===== src/gdp_pkg.sv =====
// Constants, field layouts and carrier types of the gate driver protection
package gdp_pkg;

  // ==========================================================================
  // Register bus geometry
  localparam int          ADDR_W           = 8;
  localparam int          DATA_W           = 8;
  localparam logic [7:0]  OFS_ERROR        = 8'h00;
  localparam logic [7:0]  OFS_CONTROL      = 8'h04;
  localparam logic [7:0]  OFS_STATUS       = 8'h08;
  localparam logic [7:0]  OFS_TURNON_TIME  = 8'h0C;
  localparam logic [7:0]  OFS_TURNOFF_TIME = 8'h10;

  // ==========================================================================
  // Error register fields (write one to clear)
  localparam int          ERR_SHOOT_BIT    = 0;
  localparam int          ERR_GATE_BIT     = 1;
  localparam int          ERR_OVERTEMP_BIT = 2;
  localparam int          ERR_SERIAL_BIT   = 3;

  // Control register fields
  localparam int          CTL_PARITY_BIT   = 0;
  localparam int          CTL_CAPTURE_BIT  = 1;
  localparam logic        PARITY_EN_RESET  = 1'b1;

  // Status register fields
  localparam int          STS_SHOOT_BIT    = 0;
  localparam int          STS_ON_ARM_BIT   = 1;
  localparam int          STS_OFF_ARM_BIT  = 2;
  localparam int          STS_GATE_ON_BIT  = 3;
  localparam int          STS_INHIBIT_BIT  = 4;

  // ==========================================================================
  // Timing
  localparam int          CLK_PERIOD_NS    = 50;
  localparam int          GLITCH_NS        = 50;
  localparam int          GLITCH_CYCLES    =
    ((GLITCH_NS + CLK_PERIOD_NS - 1) / CLK_PERIOD_NS) < 1 ? 1 :
    ((GLITCH_NS + CLK_PERIOD_NS - 1) / CLK_PERIOD_NS);
  localparam int          DEAD_TIME_NS     = 200;
  localparam int          DEAD_CYCLES      =
    ((DEAD_TIME_NS + CLK_PERIOD_NS - 1) / CLK_PERIOD_NS) < 1 ? 1 :
    ((DEAD_TIME_NS + CLK_PERIOD_NS - 1) / CLK_PERIOD_NS);
  localparam logic [7:0]  TIME_OVERFLOW    = 8'hFF;
  localparam logic [7:0]  TIME_RESET       = 8'h00;

  // ==========================================================================
  // Carrier types
  typedef struct packed {
    logic              wr;
    logic              rd;
    logic [ADDR_W-1:0] addr;
    logic [DATA_W-1:0] wdata;
  } gdp_bus_t;

  typedef struct packed {
    logic strobe;
    logic format_ok;
    logic parity_ok;
  } gdp_cmd_t;

  typedef struct packed {
    logic gate_high_threshold;
    logic gate_low_threshold;
    logic hard_transition;
    logic secondary_capture_clock;
  } gdp_gate_t;

  typedef struct packed {
    logic       running;
    logic [7:0] count;
  } gdp_timer_t;

endpackage


===== src/gdp_monitor.sv =====
// Shoot-through guard, gate monitoring, error flags and low-supply notify
//
// Behaviour
// - Counterpart on inhibits own PWM input
// - PWM high while inhibited ignored, sets error
// - A conflict sampled at a single clock edge already sets error
// - Fixed dead time after counterpart turns off
// - Readable shoot-through status shows detected conflict
// - Guard cannot be disabled; ground counterpart disables
// - Turn-on 8-bit timeout, overflow sets gate error
// - Turn-off timeout from hard transition, overflow errors
// - Test modes skip turn-on timeout, keep turn-off
// - Capture trigger arms both capture-armed bits
// - Armed turn-on stores gate time or FF
// - Armed turn-off stores gate time or FF
// - Over-temperature sets warning flag only
// - Invalid serial command sets serial error flag
// - Parity check selectable by host
// - Notify low while supply low or invalid
`timescale 1ns/1ps

module gdp_monitor
  import gdp_pkg::*;
#(
  parameter int DEAD_TIME_CYCLES = gdp_pkg::DEAD_CYCLES,
  parameter int FILTER_CYCLES    = gdp_pkg::GLITCH_CYCLES
) (
  input  wire logic                  MCLK_IN,
  input  wire logic                  RSTN_IN,
  input  wire logic                  PWM_INPUT_IN,
  input  wire logic                  COUNTERPART_PWM_INPUT_IN,
  input  wire gdp_pkg::gdp_gate_t    GATE_IN,
  input  wire logic                  VERIFICATION_MODE_IN,
  input  wire logic                  WEAK_ON_MODE_IN,
  input  wire logic                  OVERTEMP_IN,
  input  wire gdp_pkg::gdp_cmd_t     CMD_IN,
  input  wire logic                  SECONDARY_UNDERVOLTAGE_IN,
  input  wire logic                  DIGITAL_SUPPLY_OK_IN,
  input  wire gdp_pkg::gdp_bus_t     BUS_IN,
  output logic [gdp_pkg::DATA_W-1:0] RDATA_OUT,
  output logic                       GATE_ON_OUT,
  output logic                       LOW_SUPPLY_NOTIFY_N_OUT,
  output logic                       LOW_SUPPLY_NOTIFY_N_OE_OUT
);

  // ==========================================================================
  // State
  typedef struct packed {
    // Shoot-through guard and own output
    logic              gate_on;
    logic              gate_on_prev;
    logic [7:0]        dead_cnt;
    logic [3:0]        filt_cnt;
    logic              ignore_hold;
    logic              shoot_status;
    // Sticky error flags, cleared only by a write of one
    logic              err_shoot;
    logic              err_gate;
    logic              err_overtemp;
    logic              err_serial;
    // Serial check and gate monitoring
    logic              parity_en;
    logic              on_armed;
    logic              off_armed;
    gdp_timer_t        to_on;
    gdp_timer_t        to_off;
    gdp_timer_t        cap_on;
    gdp_timer_t        cap_off;
    logic [7:0]        turnon_gate_time;
    logic [7:0]        turnoff_gate_time;
    // Supply notify and registered read data
    logic              notify_drive;
    logic [DATA_W-1:0] rdata;
  } gdp_state_t;

  // Loads are cut to counter width on purpose; the defaults fit easily
  localparam logic [7:0] DEAD_LOAD = 8'(DEAD_TIME_CYCLES);
  localparam logic [3:0] FILT_LOAD = 4'(FILTER_CYCLES);

  gdp_state_t st;
  gdp_state_t next_st;

  // Decodes shared between sections of the next-state logic
  logic inhibit;
  logic conflict;
  logic turn_on_start;
  logic tick;
  logic err_wr;
  logic ctl_wr;
  logic set_shoot;
  logic set_gate;
  logic set_serial;
  logic on_timeout_en;

  // ==========================================================================
  // Combinational next state
  always_comb begin
    next_st = st;
    tick = GATE_IN.secondary_capture_clock;
    set_gate = 1'b0;
    set_shoot = 1'b0;
    set_serial = 1'b0;

    // --------------------------------------------------------------------
    // Shoot-through guard. No bit turns it off: only a counterpart held
    // low keeps inhibit away for good.
    // Dead time runs from the first edge that sees the counterpart off;
    // a shorter gap from the host is refused, not stretched.
    if (COUNTERPART_PWM_INPUT_IN) begin
      next_st.dead_cnt = DEAD_LOAD;
    end else if (st.dead_cnt != 8'h00) begin
      next_st.dead_cnt = st.dead_cnt - 8'h01;
    end
    inhibit = COUNTERPART_PWM_INPUT_IN || (st.dead_cnt != 8'h00);
    conflict = PWM_INPUT_IN && inhibit;

    // A request seen while inhibited stays ignored until PWM drops, so the
    // output never turns on mid-pulse once the dead time runs out.
    if (!PWM_INPUT_IN) begin
      next_st.ignore_hold = 1'b0;
    end else if (conflict) begin
      next_st.ignore_hold = 1'b1;
    end

    // Glitch filter: the conflict must persist before it counts
    // With a one-cycle filter a single sampled conflict is enough
    if (!conflict) begin
      next_st.filt_cnt = 4'h0;
    end else if (st.filt_cnt < FILT_LOAD) begin
      next_st.filt_cnt = st.filt_cnt + 4'h1;
    end
    set_shoot = conflict && (st.filt_cnt == FILT_LOAD - 4'h1);
    next_st.shoot_status = conflict &&
                           (st.filt_cnt >= FILT_LOAD - 4'h1);

    next_st.gate_on = PWM_INPUT_IN && !inhibit && !st.ignore_hold &&
                      !(PWM_INPUT_IN && conflict);
    next_st.gate_on_prev = st.gate_on;
    turn_on_start = st.gate_on && !st.gate_on_prev;

    // --------------------------------------------------------------------
    // Gate timeout, turn-on edge. Counting is on the secondary tick.
    // Overflow is the tick that finds FF, so 256 ticks without the
    // threshold already count as a failure.
    on_timeout_en = !VERIFICATION_MODE_IN && !WEAK_ON_MODE_IN;
    if (turn_on_start) begin
      next_st.to_on.running = on_timeout_en;
      next_st.to_on.count = 8'h00;
    end else if (st.to_on.running) begin
      if (!on_timeout_en) begin
        // A test mode entered mid-sequence drops the check at once
        next_st.to_on.running = 1'b0;
      end else if (GATE_IN.gate_high_threshold) begin
        next_st.to_on.running = 1'b0;
      end else if (tick) begin
        if (st.to_on.count == TIME_OVERFLOW) begin
          next_st.to_on.running = 1'b0;
          set_gate = 1'b1;
        end else begin
          next_st.to_on.count = st.to_on.count + 8'h01;
        end
      end
    end

    // Gate timeout, turn-off hard transition. Active in every mode.
    if (GATE_IN.hard_transition) begin
      next_st.to_off.running = 1'b1;
      next_st.to_off.count = 8'h00;
    end else if (st.to_off.running) begin
      if (GATE_IN.gate_low_threshold) begin
        next_st.to_off.running = 1'b0;
      end else if (tick) begin
        if (st.to_off.count == TIME_OVERFLOW) begin
          next_st.to_off.running = 1'b0;
          set_gate = 1'b1;
        end else begin
          next_st.to_off.count = st.to_off.count + 8'h01;
        end
      end
    end

    // --------------------------------------------------------------------
    // Timing capture on its own counters, so arming cannot disturb the
    // timeout running on the same edge.
    // Overflow still clears the armed bit, so software sees the capture
    // finished and reads FF.
    if (turn_on_start && st.on_armed) begin
      next_st.cap_on.running = 1'b1;
      next_st.cap_on.count = 8'h00;
      next_st.turnon_gate_time = TIME_RESET;
    end else if (st.cap_on.running) begin
      if (GATE_IN.gate_high_threshold) begin
        next_st.cap_on.running = 1'b0;
        next_st.turnon_gate_time = st.cap_on.count;
        next_st.on_armed = 1'b0;
      end else if (tick) begin
        if (st.cap_on.count == TIME_OVERFLOW) begin
          next_st.cap_on.running = 1'b0;
          next_st.turnon_gate_time = TIME_OVERFLOW;
          next_st.on_armed = 1'b0;
        end else begin
          next_st.cap_on.count = st.cap_on.count + 8'h01;
        end
      end
    end

    if (GATE_IN.hard_transition && st.off_armed) begin
      next_st.cap_off.running = 1'b1;
      next_st.cap_off.count = 8'h00;
      next_st.turnoff_gate_time = TIME_RESET;
    end else if (st.cap_off.running) begin
      if (GATE_IN.gate_low_threshold) begin
        next_st.cap_off.running = 1'b0;
        next_st.turnoff_gate_time = st.cap_off.count;
        next_st.off_armed = 1'b0;
      end else if (tick) begin
        if (st.cap_off.count == TIME_OVERFLOW) begin
          next_st.cap_off.running = 1'b0;
          next_st.turnoff_gate_time = TIME_OVERFLOW;
          next_st.off_armed = 1'b0;
        end else begin
          next_st.cap_off.count = st.cap_off.count + 8'h01;
        end
      end
    end

    // --------------------------------------------------------------------
    // Serial command check
    // A bad format always counts; parity only while the host enables it
    set_serial = CMD_IN.strobe &&
                 (!CMD_IN.format_ok ||
                  (st.parity_en && !CMD_IN.parity_ok));

    // --------------------------------------------------------------------
    // Register writes
    // The capture trigger arms and is not stored: control reads back
    // only the parity enable.
    err_wr = BUS_IN.wr && (BUS_IN.addr == OFS_ERROR);
    ctl_wr = BUS_IN.wr && (BUS_IN.addr == OFS_CONTROL);

    if (ctl_wr) begin
      next_st.parity_en = BUS_IN.wdata[CTL_PARITY_BIT];
      if (BUS_IN.wdata[CTL_CAPTURE_BIT]) begin
        next_st.on_armed = 1'b1;
        next_st.off_armed = 1'b1;
      end
    end

    // Flags: a set in the clearing cycle wins
    if (err_wr && BUS_IN.wdata[ERR_SHOOT_BIT]) begin
      next_st.err_shoot = 1'b0;
    end
    if (err_wr && BUS_IN.wdata[ERR_GATE_BIT]) begin
      next_st.err_gate = 1'b0;
    end
    if (err_wr && BUS_IN.wdata[ERR_OVERTEMP_BIT]) begin
      next_st.err_overtemp = 1'b0;
    end
    if (err_wr && BUS_IN.wdata[ERR_SERIAL_BIT]) begin
      next_st.err_serial = 1'b0;
    end

    // Sets come last so an event in the clearing cycle keeps its flag
    if (set_shoot) begin
      next_st.err_shoot = 1'b1;
    end
    if (set_gate) begin
      next_st.err_gate = 1'b1;
    end
    if (OVERTEMP_IN) begin
      next_st.err_overtemp = 1'b1;
    end
    if (set_serial) begin
      next_st.err_serial = 1'b1;
    end

    // --------------------------------------------------------------------
    // Low-supply notify: open drain, driven low while the fault lasts
    next_st.notify_drive = SECONDARY_UNDERVOLTAGE_IN ||
                           !DIGITAL_SUPPLY_OK_IN;

    // --------------------------------------------------------------------
    // Register reads, answered in the next cycle only
    // Unmapped addresses read zero, so probing them is harmless
    next_st.rdata = '0;
    if (BUS_IN.rd) begin
      case (BUS_IN.addr)
        OFS_ERROR: begin
          next_st.rdata[ERR_SHOOT_BIT] = st.err_shoot;
          next_st.rdata[ERR_GATE_BIT] = st.err_gate;
          next_st.rdata[ERR_OVERTEMP_BIT] = st.err_overtemp;
          next_st.rdata[ERR_SERIAL_BIT] = st.err_serial;
        end
        OFS_CONTROL: begin
          next_st.rdata[CTL_PARITY_BIT] = st.parity_en;
        end
        OFS_STATUS: begin
          next_st.rdata[STS_SHOOT_BIT] = st.shoot_status;
          next_st.rdata[STS_ON_ARM_BIT] = st.on_armed;
          next_st.rdata[STS_OFF_ARM_BIT] = st.off_armed;
          next_st.rdata[STS_GATE_ON_BIT] = st.gate_on;
          next_st.rdata[STS_INHIBIT_BIT] = inhibit;
        end
        OFS_TURNON_TIME: begin
          next_st.rdata = st.turnon_gate_time;
        end
        OFS_TURNOFF_TIME: begin
          next_st.rdata = st.turnoff_gate_time;
        end
        default: begin
          next_st.rdata = '0;
        end
      endcase
    end
  end

  // ==========================================================================
  // State register
  always_ff @(posedge MCLK_IN or negedge RSTN_IN) begin
    if (!RSTN_IN) begin
      st <= '0;
      st.parity_en <= PARITY_EN_RESET;
      // Supply is treated as invalid until the first sample after reset
      st.notify_drive <= 1'b1;
      st.turnon_gate_time <= TIME_RESET;
      st.turnoff_gate_time <= TIME_RESET;
    end else begin
      st <= next_st;
    end
  end

  // ==========================================================================
  // Outputs
  // Open drain: the data stays low and only the enable moves
  assign RDATA_OUT = st.rdata;
  assign GATE_ON_OUT = st.gate_on;
  assign LOW_SUPPLY_NOTIFY_N_OUT = 1'b0;
  assign LOW_SUPPLY_NOTIFY_N_OE_OUT = st.notify_drive;

endmodule


===== config.mk =====
export PLATFORM = sky130hd
export DESIGN_NAME = gdp_monitor
export DESIGN_NICKNAME = d
export VERILOG_FILES = /design/src/gdp_pkg.sv /design/src/gdp_monitor.sv
export SDC_FILE = /design/constraint.sdc
export NUM_CORES = 1
export LEC_CHECK = 0
export ABC_AREA = 1
export ABC_CLOCK_PERIOD_IN_PS = 3450
export BUFFER_PORTS_ARGS = -buffer_cell sky130_fd_sc_hd__buf_4
export CAP_MARGIN = 0
export CORE_MARGIN = 2
export CORE_UTILIZATION = 30
export CTS_CLUSTER_DIAMETER = 30
export DETAILED_ROUTE_END_ITERATION = 16
export GPL_TIMING_DRIVEN = 1
export SLEW_MARGIN = 0
export SYNTH_ARGS = -nofsm -noshare
export SYNTH_HDL_FRONTEND = slang
export SYNTH_SLANG_ARGS = --single-unit

===== constraint.sdc =====
create_clock -name MCLK_IN -period 3.45 [get_ports MCLK_IN]
set_input_delay 0 -clock MCLK_IN [delete_from_list [all_inputs] [get_ports MCLK_IN]]
set_output_delay 0 -clock MCLK_IN [all_outputs]
set_load 0.01 [all_outputs]

======== Word level (Yosys, flattened, before mapping) ========
Cells that the tools add are included.
word-level totals
  bits of input ports ..................... 34
  bits in latches ......................... 0
  memories ................................ 0
  bits in writable memories ............... 0
  logic and storage cells ................. 191
  output and inout port bits .............. 11
  bits in registers ....................... 84
  memory bits (read-only) ................. 0
operators by class
  equality and inequality tests ........... 18
  $mul .................................... 0
  reduce and logical (&&, ||, !) cells .... 58
  $add $sub $neg .......................... 6
  bitwise logic cells ..................... 0
  magnitude comparators ................... 2
  multiplexer cells ....................... 82
  shifts and indexed selects .............. 0
  div/mod/pow operators ................... 0
operator list
  operator                                                             count
  8-bit two-way mux                                                    22
  9-bit two-way mux                                                    12
  1-bit two-way mux                                                    40
  8-bit by 1-bit adder with 8-bit output (second input constant)       4
  8-bit == test (second input constant)                                4
  2-bit nonzero test                                                   14
  1-bit logical AND                                                    19
  8-bit by 4-bit == test with 1-bit output (second input constant)     2
  3-bit one-hot mux with 4 select lines                                1
  4-bit AND reduction                                                  3
  3-bit nonzero test                                                   4
  2-bit by 1-bit != test with 1-bit output (second input constant)     5
  2-bit != test (second input constant)                                5
  1-bit logical NOT                                                    9
  8-bit by 3-bit == test with 1-bit output (second input constant)     1
  8-bit by 5-bit == test with 1-bit output (second input constant)     1
  8-bit logical NOT                                                    1
  4-bit two-way mux                                                    2
  8-bit nonzero test                                                   1
  8-bit by 1-bit subtractor with 8-bit output (second input constant)  1
  3-bit one-hot mux with 2 select lines                                1
  3-bit AND reduction                                                  2
  1-bit one-hot mux with 5 select lines                                1
  5-bit AND reduction                                                  1
  7 further kinds                                                      10

======== Depth between registers and ports, before layout ========
  depth in word-level cells ............... 13
  depth in mapped cells ................... 10
  mapped depth without buffers ............ 10

======== Least setup slack after synthesis ========
OpenSTA, ideal clock, no wires.
  kind .................................... reg2reg
  start point ............................. register st[74] (netlist name)
  end point ............................... register st[70] (netlist name)
  data arrival time ....................... 1309 ps
  setup time .............................. 117 ps
  path buffers ............................ 0
  data required time ...................... 3333 ps
  stages on the path, launching flop included .. 10
  period minus slack after synthesis ...... 1426 ps
  path slack .............................. 2024 ps
  cells stage by stage .................... dfrtp_1 inv_1 ha_1 nand3_1 inv_1 nand3_1 nand2_1 nor2_1 nand2_1 nand2_1
on the way
  longest elaborated chain between the ends .. 4
  elaborated cells on any way between the ends .. 5
  classes of those cells .................. eq/ne (1); mux (1); reduce/logical (3)
RTL lines
  item                                                                                            line                text
  from (decl)                                                                                     gdp_monitor.sv:80   gdp_state_t st;
  from (signal assigned)                                                                          gdp_monitor.sv:328  st <= next_st;
  8-bit nonzero test (*)                                                                          gdp_monitor.sv:114  inhibit = COUNTERPART_PWM_INPUT_IN || (st.dead_cnt != 8'h00);
  1-bit logical OR (*)                                                                            gdp_monitor.sv:114
  1-bit logical AND (*)                                                                           gdp_monitor.sv:115  conflict = PWM_INPUT_IN && inhibit;
  2-bit by 1-bit != test with 1-bit output (no line) / 4-bit two-way mux (equally long branches)  --
Every way passes the cells marked *; elsewhere a longest branch is shown, timed or not.
A chain may end at the register's enable or synchronous reset.

======== Final worst setup path ========
  start point ............................. register st[63] (netlist name)
  end point ............................... register st[64] (netlist name)
on the way
  longest elaborated chain between the ends .. 4
  elaborated cells on any way between the ends .. 5
  classes of those cells .................. mux (1); reduce/logical (4)
RTL lines
  item                                                            line                text
  1-bit logical AND (*)                                           gdp_monitor.sv:232  (st.parity_en && !CMD_IN.parity_ok));
  1-bit logical OR (*)                                            gdp_monitor.sv:231  (!CMD_IN.format_ok ||
  1-bit logical AND (*)                                           gdp_monitor.sv:230  set_serial = CMD_IN.strobe &&
  1-bit two-way mux / 2-bit nonzero test (equally long branches)  --
Marked as above.

==> impl_metrics.json <==
{
  "drc": 0,
  "cts_setup_buffers": 0,
  "crit_path_end_kind": "register",
  "crit_fanout": 3,
  "cpPeakStageDelay_ns": 0.56,
  "synthDominantCellAreaShare": 0.4530,
  "chipWidth_um": 126.9,
  "holdWs_ns": 0.005925,
  "slew_headroom": 0.5281,
  "cp.required_ns": 3.73,
  "hpwlAfterDp_um": 7387,
  "final_antenna_net_count": 0,
  "finalHoldViolations": 0,
  "synth-adder-area-share": 0.01934,
  "grt_pass1_vias": 3761,
  "yosys.area_share.simple": 0.3243,
  "drv_cap": 0,
  "firstDrtPassIters": 4,
  "max_freq_mhz": 491.9,
  "coreArea_um2": 14640,
  "p_total_mw": 2.633,
  "crit_buf_inv": 3,
  "start_util": 0.3093,
  "synth_area_um2": 4529,
  "dieHeight_um": 126.9,
  "num_rows": 44,
  "critPathLaunchType": "register",
  "wire_per_inst_um": 12.37,
  "crit_arrival_ns": 2.31,
  "drt-total-wl_um": 10330,
  "powerDensity_nw_per_um2": 484.4,
  "muxShareOfSynthArea": 0,
  "mostFrequentLayoutCells": "nand2_1, nor2_1, dfrtp_1",
  "drive_gt1_frac": 0.1306,
  "grt_max_degree": 55,
  "period_minus_slack_ns": 2.033,
  "cts_resized": 0,
  "synth_fp_nets": 635,
  "htreeDepth": 3,
  "vias_per_cell": 4.671,
  "p_leak_nw": 2.601,
  "place_inst": 802,
  "reg2reg_depth": 6,
  "drtIter0Drc": 187,
  "gp_routability_congestion": 0.8384,
  "cts_sinks": 84,
  "setup_violations": 0,
  "maxSlewViolCount": 0,
  "synth_compound_area_frac": 0.09945,
  "yosys_warnings": 0,
  "min_to": "st[61]",
  "synth_cell_type_count": 35,
  "finClkSkew_ns": 0.003779,
  "finalCritPeriodShare": 0.5892,
  "synth_area_leaders": "dfrtp_1, nand2_1, nand3_1",
  "globalRouteTotalUtil": 0.1388,
  "clkTransAtPathRegs_ns": 0.06,
  "syn_area_per_cell_um2": 7.625,
  "synth_seq_area_share": 0.4646,
  "critPathTopFamily": "buffers and inverters",
  "irDropWorstVdd_uv": 340.4,
  "ys_ff_latch": 84,
  "cts_tree": "yes",
  "syn_inst": 594,
  "worstHoldStart": "BUS_IN[17]",
  "portBuffers": 39,
  "clk_path_buf_depth": 2,
  "worst_hold_path.num_cells": 3,
  "ios": 45,
  "crit_chain": "inv_1 -> o21ai_0 -> nand2_1 -> dlygate4sd3_1 -> nand2_1 -> dlygate4sd3_1",
  "r2r_end": "st[64]",
  "vias": 3900,
  "fin_cells": 835,
  "layout.cells.most_common": "nand2_1",
  "r2r-start": "st[63]",
  "worst_slack_ns": 1.417,
  "synth_xor_area_frac": 0.007735,
  "insertion_delay_ns": 0.34,
  "synth_top_family_by_area": "simple AND/OR/NAND/NOR gates",
  "critPathSlowestCell": "dlygate4sd3_1",
  "worst_pin_slew_ns": 0.7078,
  "r2r_slack_ns": 1.42,
  "hp-class": "in -> reg",
  "antenna_found_initial": 0,
  "critPathKind": "reg -> reg",
  "area_delta_synth_final_pct": 20.00,
  "grt-ovfl-total": 0,
  "synth_top_area_cell": "dfrtp_1",
  "grt_pass1_wl_um": 17930,
  "rsz0062_at_grt": "no",
  "dp_slack_ns": 1.677,
  "numCtsBuffers": 9,
  "n_antenna_cell": 0,
  "finalSetupTns_ns": 0,
  "status": "finished clean",
  "cts_root_buffer": "clkbuf_16",
  "die_area_um2": 16100,
  "nets": 687
}
timing repair:
| item | CTS | global route |
|---|---|---|
| hold buffers | 17 | 0 |
| setup endpoints to repair | 0 | 0 |
| hold endpoints to repair | 76 | 0 |
area by class of cell:
cell class                 instances  area, µm²
fill                            1552       9209
sequential                        84       2105
multi-input combinational        423       2046
timing repair buffer              57      470.5
inverter                          71      266.5
clock buffer                      11      242.7
tap                              184      230.2
clock inverter                     5      75.07
per-layer routing:
layer / routed length (µm) / vias to the layer above / track usage
met5: 0 / - / 0
li1: - / 2030 / -
met4: 178 / 0 / 0.04654
met2: 4387 / 79 / 0.2052
met3: 495 / 11 / 0.04091
met1: 5264 / 1780 / 0.1944
through the flow:
stage	area [µm²]	utilization
after floorplan	4529	-
after global placement	4947	0.3378
after detailed placement	4947	0.3378
after CTS	5435	0.3712
after global routing	5435	0.3712
final	5435	0.3712
synthesized netlist by cell type:
library cell  number
nand2_1          132
dfstp_2            2
and3_1             1
o21ai_0           27
buf_6              2
a21oi_4            1
nand4_1           16
nor3_4             1
ha_1               7
xor2_1             3
o21ai_2            3
o31ai_1            1
dfrtp_1           82
nand3_4            1
o21ai_1           15
nor2_2             9
inv_2              3
buf_2              3
nand3_2            3
a21o_1             1
nor2_1            84
buf_4              9
nand3b_1           1
a21oi_1           32
nand3_1           65
o21bai_1           1
clkbuf_1           2
nand2_4            3
o211ai_1           1
xnor2_1            1
inv_1             68
conb_1             1
nand2_2            4
o21a_1             1
nor3_1             8
state kept, by name (all words and copies together) (netlist names):
register and flops:
GATE_ON_OUT 1, LOW_SUPPLY_NOTIFY_N_OE_OUT 1, RDATA_OUT 8, st 74
worst max-delay path by stage:
stage / from / to / cells after the start
5_1_grt: st[63] / st[64] / 6
3_3_place_gp: GATE_ON_OUT / st[17] / 7
6_report: st[63] / st[64] / 6
2_1_floorplan: st[74] / st[70] / 9
4_1_cts: st[63] / st[64] / 6
3_5_place_dp: GATE_ON_OUT / st[18] / 7
cell families after synthesis:
family,Yosys count
simple gates,328
flops,84
compound gates,83
buf+inv,87
xor+xnor,4
fa+ha+maj,7
other cells,1
worst reg2reg max path: stages, from the launching register on:
cell and delay, ns:
dfstp_2 0.55, inv_1 0.06, o21ai_0 0.15, nand2_1 0.07, dlygate4sd3_1 0.56, nand2_1 0.06, dlygate4sd3_1 0.53
power by group:
| part | internal, mW | switching, mW | total [mW] | leakage [nW] |
|---|---|---|---|---|
| clock network | 0.650 | 0.390 | 1.04 | 0.159 |
| logic | 0.163 | 0.247 | 0.411 | 1.35 |
| registers | 1.10 | 0.0829 | 1.18 | 1.09 |
No activity file was read; power rests on OpenSTA's default activity.
